[src/hdl/epdo_pkg.sv]
// Purpose: Constants and types shared by the divided pulse output logic.
// Assumes: 100 MHz system clock.
// Notes: Register indices are word addresses on the plain register port.
//
// How it works
// - Divided pulses leave on two paths, an open-collector pair and a differential port.
// - The open-collector pair carries divided encoder quadrature at no more than 3 kHz.
// - The differential port is driven only while the full-closed loop enable is 0.
// - Source select 0 sends encoder pulses, 1 forwards command pulses, 2 leaves the port as input.
// - Only encoder pulses are divided on the differential port; command pulses pass undivided.
// - The division factor runs from 1 to 65535; a larger factor gives a lower rate with an incremental encoder, a higher one with an absolute one.
// - With an incremental encoder one output pulse leaves for every N encoder pulses.
// - With an absolute encoder N pulses leave per revolution, plus one index pulse per turn.
// - The factor resets to 1 for an incremental encoder and to 10 for an absolute one.
// - Output polarity 0 is normal and 1 inverted, for encoder A and B pulses only; the index pulse has its own polarity.
// - Routing 0 gives generic functions, 1 gives encoder A and B, 2 gives index and generic.
// - Each encoder index event gives a 5 ms active pulse on the first open-collector output.
package epdo_pkg;

  // ==========================================================
  // Register map
  localparam logic [3:0] EPDO_REG_SRC = 4'h0;
  localparam logic [3:0] EPDO_REG_FACTOR = 4'h1;
  localparam logic [3:0] EPDO_REG_POL = 4'h2;
  localparam logic [3:0] EPDO_REG_IDX_POL = 4'h3;
  localparam logic [3:0] EPDO_REG_ROUTE = 4'h4;
  localparam logic [3:0] EPDO_REG_FCL = 4'h5;
  localparam logic [3:0] EPDO_REG_STATUS = 4'h6;

  // Status bit positions
  localparam int EPDO_ST_ABS = 0;
  localparam int EPDO_ST_DIFF_DRV = 1;
  localparam int EPDO_ST_IDX_ACT = 2;

  // Reset values
  localparam logic [15:0] EPDO_SRC_RST = 16'h0000;
  localparam logic [15:0] EPDO_FACTOR_INC_RST = 16'h0001;
  localparam logic [15:0] EPDO_FACTOR_ABS_RST = 16'h000a;
  localparam logic [15:0] EPDO_POL_RST = 16'h0000;
  localparam logic [15:0] EPDO_IDX_POL_RST = 16'h0000;
  localparam logic [15:0] EPDO_ROUTE_RST = 16'h0000;
  localparam logic [15:0] EPDO_FCL_RST = 16'h0000;

  // Legal upper values of the selects
  localparam logic [15:0] EPDO_SRC_MAX = 16'h0002;
  localparam logic [15:0] EPDO_ROUTE_MAX = 16'h0002;
  localparam logic [15:0] EPDO_BIT_MAX = 16'h0001;

  // Encoder pulses per turn in absolute mode, four edges each, value arbitrary
  localparam logic [15:0] EPDO_ABS_COUNTS_PER_REV = 16'h2710;

  // ==========================================================
  // Timing
  localparam int EPDO_CLK_HZ = 100_000_000;
  localparam int EPDO_OC_MAX_HZ = 3000;
  localparam int EPDO_EDGES_PER_PULSE = 4;
  localparam int EPDO_OC_EDGE_CYC = (EPDO_CLK_HZ + EPDO_OC_MAX_HZ * EPDO_EDGES_PER_PULSE - 1)
    / (EPDO_OC_MAX_HZ * EPDO_EDGES_PER_PULSE);
  localparam int EPDO_IDX_WIDTH_MS = 5;
  localparam int EPDO_IDX_CYC = (EPDO_CLK_HZ / 1000) * EPDO_IDX_WIDTH_MS;

  // ==========================================================
  // Selects
  typedef enum logic [1:0] {
    EPDO_SRC_MOTOR,
    EPDO_SRC_CMD,
    EPDO_SRC_INPUT
  } epdo_src_t;

  typedef enum logic [1:0] {
    EPDO_ROUTE_GENERIC,
    EPDO_ROUTE_AB,
    EPDO_ROUTE_INDEX
  } epdo_route_t;

endpackage

[src/hdl/epdo_div_if.sv]
// Purpose: Carries divider settings, input edges and output steps.
// Assumes: Single clock domain.
// Notes: ctrl side is the top, div side the rate divider.
interface epdo_div_if;
  logic [15:0] inc;
  logic [15:0] modulus;
  logic restart;
  logic edge_in;
  logic step;
  modport ctrl (output inc, output modulus, output restart, output edge_in, input step);
  modport div (input inc, input modulus, input restart, input edge_in, output step);
endinterface

[src/hdl/epdo_divider.sv]
// Purpose: Rate divider giving one step per modulus/inc input edges.
// Assumes: modulus is never zero.
// Notes: Accumulates inc per edge and steps on reaching modulus.
module epdo_divider
(
  input wire logic clock_i,
  input wire logic sys_rst_i,
  epdo_div_if.div dv
);
  import epdo_pkg::*;

  logic [16:0] acc_q;
  logic [16:0] acc_d;
  logic step_q;
  logic step_d;
  logic [16:0] sum;

  always_comb
  begin
    sum = acc_q + {1'b0, dv.inc};
    acc_d = acc_q;
    step_d = 1'b0;
    if (dv.restart)
    begin
      acc_d = '0;
    end
    else if (dv.edge_in)
    begin
      if (sum >= {1'b0, dv.modulus})
      begin
        acc_d = sum - {1'b0, dv.modulus};
        step_d = 1'b1;
      end
      else
      begin
        acc_d = sum;
      end
    end
  end

  always_ff @(posedge clock_i or posedge sys_rst_i)
  begin
    if (sys_rst_i)
    begin
      acc_q <= '0;
      step_q <= 1'b0;
    end
    else
    begin
      acc_q <= acc_d;
      step_q <= step_d;
    end
  end

  assign dv.step = step_q;
endmodule

[src/hdl/epdo_stretch.sv]
// Purpose: One-shot stretching a trigger into a fixed-width active level.
// Assumes: WIDTH of at least one cycle.
// Notes: A new trigger while active restarts the width.
module epdo_stretch
#(
  parameter int WIDTH = 1
)
(
  input wire logic clock_i,
  input wire logic sys_rst_i,
  input wire logic trig_i,
  output logic active_o
);
  import epdo_pkg::*;

  logic [31:0] cnt_q;
  logic [31:0] cnt_d;
  logic active_q;
  logic active_d;

  always_comb
  begin
    cnt_d = cnt_q;
    active_d = active_q;
    if (trig_i)
    begin
      cnt_d = 32'(WIDTH - 1);
      active_d = 1'b1;
    end
    else if (cnt_q != '0)
    begin
      cnt_d = cnt_q - 32'h1;
    end
    else
    begin
      active_d = 1'b0;
    end
  end

  always_ff @(posedge clock_i or posedge sys_rst_i)
  begin
    if (sys_rst_i)
    begin
      cnt_q <= '0;
      active_q <= 1'b0;
    end
    else
    begin
      cnt_q <= cnt_d;
      active_q <= active_d;
    end
  end

  assign active_o = active_q;
endmodule

[src/hdl/epdo_top.sv]
// Purpose: Divided encoder pulse output with open-collector and differential paths.
// Assumes: Encoder pins asynchronous; command pulses and generic levels on clock_i.
// Notes: Encoder type strap is caught in the first cycle after reset release.
module epdo_top
#(
  parameter int OC_EDGE_CYC = epdo_pkg::EPDO_OC_EDGE_CYC,
  parameter int IDX_CYC = epdo_pkg::EPDO_IDX_CYC
)
(
  input wire logic clock_i,
  input wire logic sys_rst_i,
  input wire logic [3:0] reg_addr_i,
  input wire logic [15:0] reg_wdata_i,
  input wire logic reg_wr_i,
  input wire logic reg_rd_i,
  output logic [15:0] reg_rdata_o,
  input wire logic enc_a_i,
  input wire logic enc_b_i,
  input wire logic enc_z_i,
  input wire logic enc_absolute_i,
  input wire logic cmd_pulse_i,
  input wire logic cmd_sign_i,
  input wire logic first_output_function_i,
  input wire logic second_output_function_i,
  output logic first_open_collector_output_o,
  output logic second_open_collector_output_o,
  output logic diff_a_o,
  output logic diff_b_o,
  output logic diff_oe_n_o
);
  import epdo_pkg::*;

  // ==========================================================
  // Registers
  logic [15:0] src_q, src_d;
  logic [15:0] factor_q, factor_d;
  logic [15:0] pol_q, pol_d;
  logic [15:0] idx_pol_q, idx_pol_d;
  logic [15:0] route_q, route_d;
  logic [15:0] fcl_q, fcl_d;
  logic [15:0] rdata_q, rdata_d;
  logic abs_q, abs_d;
  logic strap_done_q, strap_done_d;
  logic restart_q, restart_d;
  logic [15:0] status;
  logic diff_drive;
  logic idx_active;

  assign diff_drive = (fcl_q == 16'h0000) && (src_q != 16'(EPDO_SRC_INPUT));
  assign status = 16'({idx_active, diff_drive, abs_q});

  always_comb
  begin
    src_d = src_q;
    factor_d = factor_q;
    pol_d = pol_q;
    idx_pol_d = idx_pol_q;
    route_d = route_q;
    fcl_d = fcl_q;
    abs_d = abs_q;
    strap_done_d = 1'b1;
    restart_d = 1'b0;
    rdata_d = 16'h0000;
    if (!strap_done_q)
    begin
      abs_d = enc_absolute_i;
      factor_d = enc_absolute_i ? EPDO_FACTOR_ABS_RST : EPDO_FACTOR_INC_RST;
      restart_d = 1'b1;
    end
    else if (reg_wr_i)
    begin
      unique case (reg_addr_i)
        EPDO_REG_SRC:
        begin
          if (reg_wdata_i <= EPDO_SRC_MAX)
          begin
            src_d = reg_wdata_i;
            restart_d = 1'b1;
          end
        end
        EPDO_REG_FACTOR:
        begin
          if (reg_wdata_i != 16'h0000)
          begin
            factor_d = reg_wdata_i;
            restart_d = 1'b1;
          end
        end
        EPDO_REG_POL:
        begin
          if (reg_wdata_i <= EPDO_BIT_MAX)
          begin
            pol_d = reg_wdata_i;
          end
        end
        EPDO_REG_IDX_POL:
        begin
          if (reg_wdata_i <= EPDO_BIT_MAX)
          begin
            idx_pol_d = reg_wdata_i;
          end
        end
        EPDO_REG_ROUTE:
        begin
          if (reg_wdata_i <= EPDO_ROUTE_MAX)
          begin
            route_d = reg_wdata_i;
          end
        end
        EPDO_REG_FCL:
        begin
          if (reg_wdata_i <= EPDO_BIT_MAX)
          begin
            fcl_d = reg_wdata_i;
          end
        end
        default:
        begin
        end
      endcase
    end
    if (reg_rd_i)
    begin
      unique case (reg_addr_i)
        EPDO_REG_SRC: rdata_d = src_q;
        EPDO_REG_FACTOR: rdata_d = factor_q;
        EPDO_REG_POL: rdata_d = pol_q;
        EPDO_REG_IDX_POL: rdata_d = idx_pol_q;
        EPDO_REG_ROUTE: rdata_d = route_q;
        EPDO_REG_FCL: rdata_d = fcl_q;
        EPDO_REG_STATUS: rdata_d = status;
        default: rdata_d = 16'h0000;
      endcase
    end
  end

  always_ff @(posedge clock_i or posedge sys_rst_i)
  begin
    if (sys_rst_i)
    begin
      src_q <= EPDO_SRC_RST;
      factor_q <= EPDO_FACTOR_INC_RST;
      pol_q <= EPDO_POL_RST;
      idx_pol_q <= EPDO_IDX_POL_RST;
      route_q <= EPDO_ROUTE_RST;
      fcl_q <= EPDO_FCL_RST;
      abs_q <= 1'b0;
      strap_done_q <= 1'b0;
      restart_q <= 1'b1;
      rdata_q <= 16'h0000;
    end
    else
    begin
      src_q <= src_d;
      factor_q <= factor_d;
      pol_q <= pol_d;
      idx_pol_q <= idx_pol_d;
      route_q <= route_d;
      fcl_q <= fcl_d;
      abs_q <= abs_d;
      strap_done_q <= strap_done_d;
      restart_q <= restart_d;
      rdata_q <= rdata_d;
    end
  end

  // ==========================================================
  // Encoder pin synchroniser and quadrature decode
  logic [2:0] sync1_q, sync2_q, sync3_q;
  logic [2:0] enc_q, enc_d;
  logic [2:0] enc_prev_q;
  logic enc_edge;
  logic enc_fwd;
  logic z_rise;

  always_comb
  begin
    for (int i = 0; i < 3; i++)
    begin
      enc_d[i] = (sync2_q[i] == sync3_q[i]) ? sync3_q[i] : enc_q[i];
    end
  end

  always_ff @(posedge clock_i or posedge sys_rst_i)
  begin
    if (sys_rst_i)
    begin
      sync1_q <= 3'h0;
      sync2_q <= 3'h0;
      sync3_q <= 3'h0;
      enc_q <= 3'h0;
      enc_prev_q <= 3'h0;
    end
    else
    begin
      sync1_q <= {enc_z_i, enc_b_i, enc_a_i};
      sync2_q <= sync1_q;
      sync3_q <= sync2_q;
      enc_q <= enc_d;
      enc_prev_q <= enc_q;
    end
  end

  // Bit 0 is A, bit 1 is B, bit 2 is Z
  assign enc_edge = (enc_q[1:0] != enc_prev_q[1:0]);
  assign enc_fwd = enc_prev_q[0] ^ enc_q[1];
  assign z_rise = enc_q[2] & ~enc_prev_q[2];

  // ==========================================================
  // Rate divider
  epdo_div_if div_bus ();
  logic dir_q, dir_d;

  // Incremental counts edges against N, absolute spreads N steps per turn
  assign div_bus.inc = abs_q ? factor_q : 16'h0001;
  assign div_bus.modulus = abs_q ? EPDO_ABS_COUNTS_PER_REV : factor_q;
  assign div_bus.restart = restart_q;
  assign div_bus.edge_in = enc_edge;
  assign dir_d = enc_edge ? enc_fwd : dir_q;

  epdo_divider u_divider
  (
    .clock_i(clock_i),
    .sys_rst_i(sys_rst_i),
    .dv(div_bus.div)
  );

  always_ff @(posedge clock_i or posedge sys_rst_i)
  begin
    if (sys_rst_i)
    begin
      dir_q <= 1'b1;
    end
    else
    begin
      dir_q <= dir_d;
    end
  end

  // ==========================================================
  // Open-collector quadrature, paced to the rate limit
  logic [1:0] oc_phase_q, oc_phase_d;
  logic signed [15:0] pend_q, pend_d;
  logic [31:0] pace_q, pace_d;

  always_comb
  begin
    oc_phase_d = oc_phase_q;
    pend_d = pend_q;
    pace_d = pace_q;
    if (restart_q)
    begin
      pend_d = 16'sh0000;
    end
    else if (div_bus.step)
    begin
      pend_d = dir_q ? pend_q + 16'sh0001 : pend_q - 16'sh0001;
    end
    if (pace_q != '0)
    begin
      pace_d = pace_q - 32'h1;
    end
    else if (pend_d != 16'sh0000)
    begin
      oc_phase_d = (pend_d > 16'sh0000) ? oc_phase_q + 2'h1 : oc_phase_q - 2'h1;
      pend_d = (pend_d > 16'sh0000) ? pend_d - 16'sh0001 : pend_d + 16'sh0001;
      pace_d = 32'(OC_EDGE_CYC - 1);
    end
  end

  always_ff @(posedge clock_i or posedge sys_rst_i)
  begin
    if (sys_rst_i)
    begin
      oc_phase_q <= 2'h0;
      pend_q <= 16'sh0000;
      pace_q <= '0;
    end
    else
    begin
      oc_phase_q <= oc_phase_d;
      pend_q <= pend_d;
      pace_q <= pace_d;
    end
  end

  // ==========================================================
  // Index pulse
  epdo_stretch #(.WIDTH(IDX_CYC)) u_index
  (
    .clock_i(clock_i),
    .sys_rst_i(sys_rst_i),
    .trig_i(z_rise),
    .active_o(idx_active)
  );

  // ==========================================================
  // Differential quadrature and output stage
  logic [1:0] diff_phase_q, diff_phase_d;
  logic oc1_q, oc1_d, oc2_q, oc2_d;
  logic da_q, da_d, db_q, db_d, doe_n_q, doe_n_d;
  logic inv;

  assign inv = pol_q[0];

  always_comb
  begin
    diff_phase_d = diff_phase_q;
    if (div_bus.step)
    begin
      diff_phase_d = dir_q ? diff_phase_q + 2'h1 : diff_phase_q - 2'h1;
    end
    unique case (route_q[1:0])
      EPDO_ROUTE_AB:
      begin
        oc1_d = oc_phase_q[1] ^ inv;
        oc2_d = oc_phase_q[1] ^ oc_phase_q[0] ^ inv;
      end
      EPDO_ROUTE_INDEX:
      begin
        oc1_d = idx_active ^ idx_pol_q[0];
        oc2_d = second_output_function_i;
      end
      default:
      begin
        oc1_d = first_output_function_i;
        oc2_d = second_output_function_i;
      end
    endcase
    doe_n_d = ~diff_drive;
    if (src_q[1:0] == EPDO_SRC_CMD)
    begin
      da_d = cmd_pulse_i;
      db_d = cmd_sign_i;
    end
    else if (diff_drive)
    begin
      da_d = diff_phase_q[1] ^ inv;
      db_d = diff_phase_q[1] ^ diff_phase_q[0] ^ inv;
    end
    else
    begin
      da_d = 1'b0;
      db_d = 1'b0;
    end
  end

  always_ff @(posedge clock_i or posedge sys_rst_i)
  begin
    if (sys_rst_i)
    begin
      diff_phase_q <= 2'h0;
      oc1_q <= 1'b0;
      oc2_q <= 1'b0;
      da_q <= 1'b0;
      db_q <= 1'b0;
      doe_n_q <= 1'b1;
    end
    else
    begin
      diff_phase_q <= diff_phase_d;
      oc1_q <= oc1_d;
      oc2_q <= oc2_d;
      da_q <= da_d;
      db_q <= db_d;
      doe_n_q <= doe_n_d;
    end
  end

  assign reg_rdata_o = rdata_q;
  assign first_open_collector_output_o = oc1_q;
  assign second_open_collector_output_o = oc2_q;
  assign diff_a_o = da_q;
  assign diff_b_o = db_q;
  assign diff_oe_n_o = doe_n_q;
endmodule

[config.mk]
export PLATFORM = sky130hd
export DESIGN_NAME = epdo_top
export DESIGN_NICKNAME = d
export VERILOG_FILES = /design/src/hdl/epdo_pkg.sv /design/src/hdl/epdo_div_if.sv /design/src/hdl/epdo_divider.sv /design/src/hdl/epdo_stretch.sv /design/src/hdl/epdo_top.sv
export SDC_FILE = /design/constraint.sdc
export NUM_CORES = 1
export LEC_CHECK = 0
export BUFFER_PORTS_ARGS = -buffer_cell sky130_fd_sc_hd__buf_4
export CAP_MARGIN = 20
export CORE_ASPECT_RATIO = 1.25
export CORE_MARGIN = 2
export CORE_UTILIZATION = 25
export CTS_CLUSTER_DIAMETER = 120
export DETAILED_ROUTE_END_ITERATION = 8
export PLACE_DENSITY_LB_ADDON = 0.2
export REMOVE_ABC_BUFFERS = 1
export SLEW_MARGIN = 20
export SYNTH_ARGS = -nofsm -noshare
export SYNTH_HDL_FRONTEND = slang
export SYNTH_HIERARCHICAL = 1
export SYNTH_SLANG_ARGS = --single-unit
[constraint.sdc]
create_clock -name clock_i -period 6.3 [get_ports clock_i]
set_clock_uncertainty 0.2 [all_clocks]
set_input_delay 0 -clock clock_i [delete_from_list [all_inputs] [get_ports clock_i]]
set_output_delay 0 -clock clock_i [all_outputs]
set_load 0.005 [all_outputs]
## Word level (Yosys, flattened, before mapping)

Cells that the tools add are included.

- Register bits: 239
- Word-level logic and storage cells: 134
- Output and inout bits: 21

- Magnitude comparators: 4
- Add/subtract/negate cells: 12
- Bitwise logic cells: 12
- Reduce and logical (&&, ||, !) cells: 17
- Multiplexer cells: 40
- Equal/unequal tests: 18

Operators with widths:

| operator | number |
|---|---|
| $mux 16 | 13 |
| $mux 32 | 4 |
| $pmux 16 s7 | 1 |
| $reduce_bool 32->1 | 2 |
| $sub 32x1->32 const B | 2 |
| $mux 17 | 3 |
| $add 16x2->16 const B | 2 |
| $reduce_bool 16->1 | 2 |
| $sub 16x2->16 const B | 2 |
| $reduce_and 4->1 | 5 |
| $add 17x16->17 | 1 |
| $ge 17x16->1 | 1 |
| $sub 17x16->17 | 1 |
| $gt 16x1->1 const B | 1 |
| $le 16x1->1 const B | 1 |
| $le 16x2->1 const B | 1 |
| $logic_not 16->1 | 1 |
| $ne 16x2->1 const B | 1 |
| $mux 1 | 14 |
| $eq 4x3->1 const B | 3 |
| $eq 4x2->1 const B | 2 |
| $xor 1x1->1 | 8 |
| $ne 2x1->1 const B | 3 |
| $reduce_bool 2->1 | 3 |
| other kinds (17) | 26 |

## Depth between registers and ports, before layout

Gate-level depths: netlist of run 1.

- Depth in word-level cells: 8
- Mapped depth: 21
- Depth with buffers taken out: 19

## Hierarchy

The synthesis of run 1 kept the hierarchy.

By module, submodules not included:

| module | instances | cells each | area each (µm²) |
|---|---|---|---|
| epdo_top | 1 | 935 | 9763.1 |
| epdo_divider | 1 | 336 | 2588.7 |
| epdo_stretch | 1 | 180 | 1746.7 |

## Least setup slack after synthesis of run 1

No wires, ideal clock.

- Path kind: register to register
- Start: reg dir_q
- End: reg pend_q[13]
- Stages on the path, launching flop included: 22
- Slack: 732 ps
- Required time: 5989 ps
- Data arrival time: 5257 ps
- Path through: dfstp_2 inv_1 ha_1 buf_2 a21o_1 or3b_1 o211ai_1 o21ai_0 and3_1 a21oi_2 nor4_4 buf_2 nor2_1 ha_1 a21oi_1 o31ai_1 a211oi_1 o21ai_0 a21boi_0 o21a_1 nor3_1 a2111oi_2

- Cells in the longest elaborated chain, start to end: 7

RTL lines:

| element | line | source |
|---|---|---|
| start: declaration | epdo_top.sv:212 | `logic dir_q, dir_d;` |
| start signal: assignment | epdo_top.sv:236 | `dir_q <= dir_d;` |
| $mux 16 * | epdo_top.sv:257 | `pend_d = dir_q ? pend_q + 16'sh0001 : pend_q - 16'sh0001;` |
| $mux 16 * | epdo_top.sv:255 | `else if (div_bus.step)` |
| $mux 16 * | epdo_top.sv:251 | `if (restart_q)` |
| $add 16x2->16, or another cell as far along | epdo_top.sv:266 | `pend_d = (pend_d > 16'sh0000) ? pend_d - 16'sh0001 : pend_d + 16'sh0001;` |
| $mux 16 | epdo_top.sv:266 |  |
| $mux 16 | epdo_top.sv:263 | `else if (pend_d != 16'sh0000)` |
| $mux 16 * | epdo_top.sv:259 | `if (pace_q != '0)` |
| named net pend_d[13] | epdo_top.sv:243 | `logic signed [15:0] pend_q, pend_d;` |
| end signal: assignment | epdo_top.sv:282 | `pend_q <= pend_d;` |
| end: declaration | epdo_top.sv:243 |  |

Mark *: on every way through the listed nets, which the timed path passes. The rest lies on a longest branch.
A chain may end at the register's enable or synchronous reset.

## Worst setup path in the final report of run 1

Ends and elaborated chain as after synthesis.

==> results of run 1 <==
[worst paths after layout]
kind                       cells after the start            startpoint                               to
setup / recovery                              20     dir_q$_DFFE_PP1P_             pend_q[13]$_DFF_PP0_
hold / removal                                 3             sys_rst_i  u_divider/acc_q[15]$_DFFE_PP0P_
setup reg to reg                              20     dir_q$_DFFE_PP1P_             pend_q[13]$_DFF_PP0_
hold reg to reg                                0  sync1_q[2]$_DFF_PP0_             sync2_q[2]$_DFF_PP0_
max in group asynchronous                      5             sys_rst_i              pend_q[1]$_DFF_PP0_
min in group clock_i                           4           cmd_pulse_i               diff_a_o$_DFF_PP0_
[state kept, by name (all words and copies together) (netlist names), 2 cells and up]
register / cells
enc_q: 3
u_divider/acc_q: 17
route_q: 16
oc_phase_q: 2
factor_q: 16
pend_q: 16
idx_pol_q: 16
u_index/cnt_q: 32
diff_phase_q: 2
sync3_q: 3
fcl_q: 16
sync2_q: 3
enc_prev_q: 3
reg_rdata_o: 16
src_q: 16
pol_q: 16
sync1_q: 3
pace_q: 32
[layout by cell type (no fill, tap or decap), drive strengths merged, types with 14 or more instances in the layout]
cell type    synthesis  routed
o31ai               18      18
buf                 23      77
xor2                45      45
a22oi               48      48
o211ai              17      17
nor3                37      37
nand3               27      27
a21o                18      18
dlygate4sd3          0      46
a31oi               25      25
a211oi              20      20
o21ai               62      62
xnor2               39      39
inv                 55      55
ha                  64      64
nand2               96      96
nor2               103     103
nor4                32      32
and2                63      63
or4                 18      18
dfrtp              235     235
or3                 27      27
a21oi               75      75
clkbuf              32      43
nor2b               72      72
mux2i               22      22
o21a                14      14
[layout make-up]
| type | instances | area (µm²) | area share |
|---|---|---|---|
| Timing Repair Buffer | 123 | 1040 | 0.0621 |
| Antenna cell | 2 | 5.00 | 0.000298 |
| Inverter | 55 | 214 | 0.0127 |
| Multi-Input combinational cell | 1102 | 7660 | 0.456 |
| Clock inverter | 8 | 133 | 0.00790 |
| Tap cell | 742 | 928 | 0.0553 |
| Clock buffer | 43 | 817 | 0.0487 |
| Sequential cell | 239 | 5990 | 0.357 |
[routing by layer]
layer / vias up / track usage / wire (µm)
met5: - / 0 / 0
met4: 0 / 0.0379 / 839
met3: 57 / 0.0165 / 1210
met2: 165 / 0.227 / 18700
met1: 5527 / 0.186 / 18700
li1: 5486 / - / -
[worst max-delay path, stage by stage (launching register included)]
cell	delay [ns]
dfstp_2	0.65
inv_1	0.22
ha_1	0.48
a21o_1	0.23
or3b_1	0.37
o211ai_1	0.19
o21ai_0	0.22
and3_1	0.26
a21oi_2	0.33
nor4_4	0.08
nor2_1	0.22
buf_4	0.21
ha_1	0.28
a21oi_1	0.18
o31ai_2	0.13
a211oi_2	0.27
o21ai_0	0.21
a21boi_0	0.34
o21a_1	0.21
nor3_1	0.06
a2111oi_2	0.32
[kinds of logic after synthesis]
logic type / count (synthesis) / share of synthesized area
AOI/OAI and AO/OA: 366 / 0.185
xor gates and xnor gates: 84 / 0.0522
adders and majority gates: 71 / 0.0646
buffers and inverters: 110 / 0.0342
DFF: 239 / 0.425
muxes: 34 / 0.0252
other: 1 / 0.000266
and+or+nand+nor: 546 / 0.214
[per-stage QoR]
stage / total power [µW] / std cells / setup WS [ns]
6_report: 7310 / 2314 / 0.465
5_1_grt: 7920 / 2313 / 0.0654
4_1_cts: 7370 / 2312 / 0.350
3_5_place_dp: 5610 / 2215 / 0.399
3_3_place_gp: 5600 / 2215 / 0.543
2_1_floorplan: 4720 / 1396 / 0.733
[power by group through the flow]
stage	Clock, µW	Combinational [µW]	Sequential (µW)
3_5_place_dp	0	3620	1990
4_1_cts	1740	3660	1970
2_1_floorplan	0	2780	1940
5_1_grt	1800	4130	2000
3_3_place_gp	0	3620	1990
6_report	1680	3670	1960
[what timing repair did]
item,in CTS,in global routing
hold buffers,46,0
gates resized for setup,0,2
endpoints found under the setup margin,0,1
hold endpoints to repair,212,0
==> impl_metrics.yaml, run 1 <==
route:
  ant_nets: 0
  wl_per_cell_um: 17.1
  drc_errors: 0
  vias: 11235
  totalWireLength_um: 39500
  vias_per_cell: 4.86
  drtPass1Iterations: 5
  dr.first_iter.drc_count: 650
min_path:
  hp-class: "input port to asynchronous set/reset pin"
power_and_ir_drop:
  p_per_area_nw_per_um2: 435
  leakage_uw: 0.00731
  ir_drop_mv: 0.198
  combPwrFrac: 0.502
  power_frac_clock: 0.230
  p_sw_frac: 0.414
  intPower_uw: 4280
  p_switching_uw: 3030
  p_seq_frac: 0.269
synth:
  synth_top_area_frac: 0.417
  ys_seq_area_frac: 0.425
  ys.flop_type: "dfrtp_1"
  async_flop_share: 1.00
  yosysUniqueCellTypes: 99
  synth_cells: 1451
  postSynthAreaPerCell_um2: 9.72
  yosysTopAreaCell: "dfrtp_1"
  syn_area_um2: 14100
  ys_ff_latch: 239
  synth.area.top_cells: "dfrtp_1, ha_1, nor2b_1, and2_1, xor2_1"
  yosysMostFrequentCell: "dfrtp_1"
  synth_edf_count: 0
  yosys_warnings: 6
  ys_top_cells_by_count: "dfrtp_1, nor2_1, nand2_1"
global_route:
  grt_max_degree: 117
  grt-ovfl-total: 0
  grt_pass1_wl_um: 64700
  grt_pass1_vias: 11558
  antenna_found_initial: 1
  grt.total_usage: 0.136
cts:
  clk_pin_slew_worst_paths_ns: 0.06
  cts.sink_count: 239
  clk_path_buf_depth: 3
  root_buffer: "clkbuf_16"
  cts_buffers: 28
  clk_latency_ns: 0.57
  htree_levels: 1
  post-cts-setup-buffers: 0
  cts_tree: "built"
setup_path:
  critPathCaptureType: "register"
  arrival_ns: 6.06
  start_kind: "register"
  path_class: "register to register"
  cp.required_ns: 6.52
  critPathMaxFanout: 10
  r2r_slack_ns: 0.46
timing:
  relSlewSlack: 0.370
  min_period_ns: 5.84
  worst_pin_slew_ns: 0.943
  slew_viol_final: 0
  max_freq_mhz: 171
  hold_violations: 0
  fin_setup_tns_ns: 0
  rsz0062_at_grt: "no"
  finalSetupViolCount: 0
  whs_ns: 0.0113
  min_period_over_period: 0.926
cells_and_area:
  layout-drive-gt1-share: 0.124
  syn2layout_area_growth_pct: 19.1
  utilization: 0.300
  fin_nets: 1649
  num-fill-cells: 5787
  final_area_um2: 16800
placement:
  gp_congestion: 0.804
  io_buffers: 52
  postPlaceCellArea_um2: 15400
  hpwl_um: 27700
floorplan:
  die_w_um: 216
  rows: 97
  die_h_um: 270
  core_um2: 55900
  io_pins: 53
  die-area_um2: 58300
  initial_core_util: 0.252
run_status:
  status: "completed"
job:
  cap_violations: 0
Note: power is estimated with default switching activity, not from simulation.
==> inputs of run 2 (changes only) <==
--- a/config.mk
+++ b/config.mk
@@ -9,8 +9,9 @@
 export CAP_MARGIN = 20
 export CORE_ASPECT_RATIO = 1.25
 export CORE_MARGIN = 2
-export CORE_UTILIZATION = 25
+export CORE_UTILIZATION = 55
 export CTS_CLUSTER_DIAMETER = 120
+export CTS_CLUSTER_SIZE = 30
 export DETAILED_ROUTE_END_ITERATION = 8
 export PLACE_DENSITY_LB_ADDON = 0.2
 export REMOVE_ABC_BUFFERS = 1
==> constraint.sdc (replaced) <==
create_clock -name clock_i -period 4.78 [get_ports clock_i]
set_clock_uncertainty 0.2 [all_clocks]
set_input_delay 0 -clock clock_i [delete_from_list [all_inputs] [get_ports clock_i]]
set_output_delay 0 -clock clock_i [all_outputs]
set_load 0.005 [all_outputs]
==> run 2 against run 1 <==
Net effect:
- wire length shrank 7.1%
- highest routed layer unchanged
- clock-buffer cell count shrank 26
- sequential share of layout area shrank 0.89 points
- combinational power grew 88%
- sequential power grew 32%
- final cell count shrank 14%
- via count grew 6.6%
- sequential cell count is the same
- the run now ends with setup timing left
- total power grew 44%
- setup slack lost 0.72 ns
- fmax grew 16%
- clock power shrank 37%
==> impl_metrics.yaml, run 2 (synthesized netlist as in run 1, its figures left out) <==
global_route:
  grt_pass1_vias: 11968
  grt_max_degree: 144
  antenna_found_initial: 2
  grt-ovfl-total: 0
  grt.total_usage: 0.268
  grt_pass1_wl_um: 59200
job:
  cap_violations: 0
cts:
  clk_path_buf_depth: 3
  htree_levels: 1
  cts_tree: "built"
  clk_latency_ns: 0.49
  clk_pin_slew_worst_paths_ns: 0.12
  cts_buffers: 11
  cts.sink_count: 239
  root_buffer: "clkbuf_16"
route:
  ant_nets: 0
  highest_layer: "met4"
  drtPass1Iterations: 8
  wl_per_cell_um: 18.4
  route.met3.wl_um: 1590
  vias: 11980
  dr.first_iter.drc_count: 855
  drc_errors: 0
  vias_per_cell: 5.99
  totalWireLength_um: 36700
  m1WireLength_um: 15400
  wl_met2_um: 18500
timing:
  slew_viol_final: 0
  worst_pin_slew_ns: 1.00
  hold_violations: 0
  finalSetupViolCount: 7
  relSlewSlack: 0.331
  postLayoutSetupSlackWorst_ns: -0.254
  min_period_over_period: 1.05
  rsz0062_at_grt: "yes"
  max_freq_mhz: 199
  whs_ns: 0.00385
  min_period_ns: 5.03
floorplan:
  rows: 65
  die_h_um: 183
  core_um2: 25200
  die-area_um2: 26900
  die_w_um: 147
  io_pins: 53
  initial_core_util: 0.559
cells_and_area:
  layout-drive-gt1-share: 0.225
  layout_commonest_cell: "dfrtp_1"
  layout_common_cells: "dfrtp_1, buf_4, nor2_1, nand2_1, nor2b_1"
  syn2layout_area_growth_pct: 22.1
  fin_nets: 1758
  reg_top3: "pace_q (32), u_index/cnt_q (32), u_divider/acc_q (17)"
setup_path:
  start_kind: "register"
  slowest_stage: "dfstp_2"
  cp_cell_sequence: "clkinvlp_4 > buf_8 > ha_4 > nor4_1 > o21a_2 > o21a_1 > o21ai_2 > a2111oi_4 > a21oi_2 > nor4_4 > nor2_4 > buf_4 > ha_4 > a21oi_2 > a21boi_1 > a211oi_2 > o21ai_2 > buf_4 > a21o_1 > a21oi_2 > xor2_1 > o21ai_1"
  critPathMaxStageDelay_ns: 0.58
  path_class: "register to register"
  cp.required_ns: 4.92
  path_common_cell: "a21oi_2"
  critPathCaptureType: "register"
  critPathMaxFanout: 7
  arrival_ns: 5.18
power_and_ir_drop:
  p_total_uw: 10500
  ir_drop_mv: 0.446
  p_sw_frac: 0.425
  p_switching_uw: 4480
  power_frac_clock: 0.101
  intPower_uw: 6050
  p_per_area_nw_per_um2: 612
  leakage_uw: 0.00771
  p_seq_frac: 0.245
  combPwrFrac: 0.654
placement:
  gp_congestion: 0.920
  io_buffers: 52
  hpwl_um: 25200
  post-place-ws_ns: -0.476
min_path:
  hp-class: "input port to register"
run_status:
  violations: "setup timing"
  status: "complete, but fails checks"
-- run 2: cell count changes in the layout (fill, tap and decap cells not counted), moves of 10 or more --
cell / previous run / this run
buf_4: 76 / 202
ha_1: 64 / 45
clkbuf_16: 28 / 11
ha_4: 0 / 16
a21oi_1: 74 / 63
a21oi_2: 1 / 11
-- run 2: layer usage --
layer / global-route usage / up-vias
met5: 0 / -
met1: 0.346 / 5867
met3: 0.0266 / 80
met4: 0.103 / 0
met2: 0.465 / 340
li1: - / 5693
-- run 2: path summary, 6_finish.rpt --
check / start / end / slack, ns / cells past startpoint
worst min register to register: sync1_q[0]$_DFF_PP0_ / sync2_q[0]$_DFF_PP0_ / 0.16 / 0
worst max register to register: dir_q$_DFFE_PP1P_ / pend_q[11]$_DFF_PP0_ / -0.25 / 22
worst min-delay path: enc_a_i / sync1_q[0]$_DFF_PP0_ / 0.004 / 2
min in group asynchronous: sys_rst_i / u_index/cnt_q[0]$_DFFE_PP0P_ / 0.02 / 4
worst max-delay path: dir_q$_DFFE_PP1P_ / pend_q[11]$_DFF_PP0_ / -0.25 / 22
max in group asynchronous: sys_rst_i / pace_q[8]$_DFFE_PP0P_ / 3.12 / 4
-- run 2: critical path, delay by kind of cell (launching register included) --
family / cells / cell delay, ns
buf+inv: 4 / 0.65
xor+xnor: 1 / 0.15
flops: 1 / 0.58
compound gates: 12 / 2.07
fa+ha+maj: 2 / 0.42
simple gates: 3 / 0.84
-- run 2: through the flow --
stage / TNS (ns) / utilization / cells / instance area, µm²
after floorplan: -102.48 / - / 1396 / 13800
after global placement: -1.42 / 0.622 / 1916 / 15700
after detailed placement: -2.20 / 0.622 / 1916 / 15700
after CTS: -0.184 / 0.665 / 1979 / 16800
after global routing: -2.17 / 0.683 / 1999 / 17200
final: -0.878 / 0.683 / 1999 / 17200
-- run 2: power groups by stage --
stage / logic [µW] / registers, µW / clock network [µW]
global route: 7460 / 2630 / 1140
finish: 6890 / 2590 / 1060
global placement: 5550 / 2600 / 0
CTS: 6210 / 2580 / 1080
floorplan: 3670 / 2560 / 0
detailed placement: 5670 / 2600 / 0
-- run 2: layout make-up --
cell class / count / area (µm²)
fill: 1921 / 7990
clock buffer: 17 / 298
inverter: 55 / 218
antenna: 2 / 5.00
sequential: 239 / 5990
tap: 335 / 419
timing repair buffer: 249 / 2020
multi-input combinational: 1102 / 8270
-- run 2: timing repair --
action | in CTS | in global routing
buffers inserted | 8 | 19
hold endpoints to repair | 228 | 0
endpoints found under the setup margin | 10 | 25
gates cloned | 0 | 0
resized for setup | 53 | 64
hold buffers | 38 | 0
pin swaps | 37 | 46
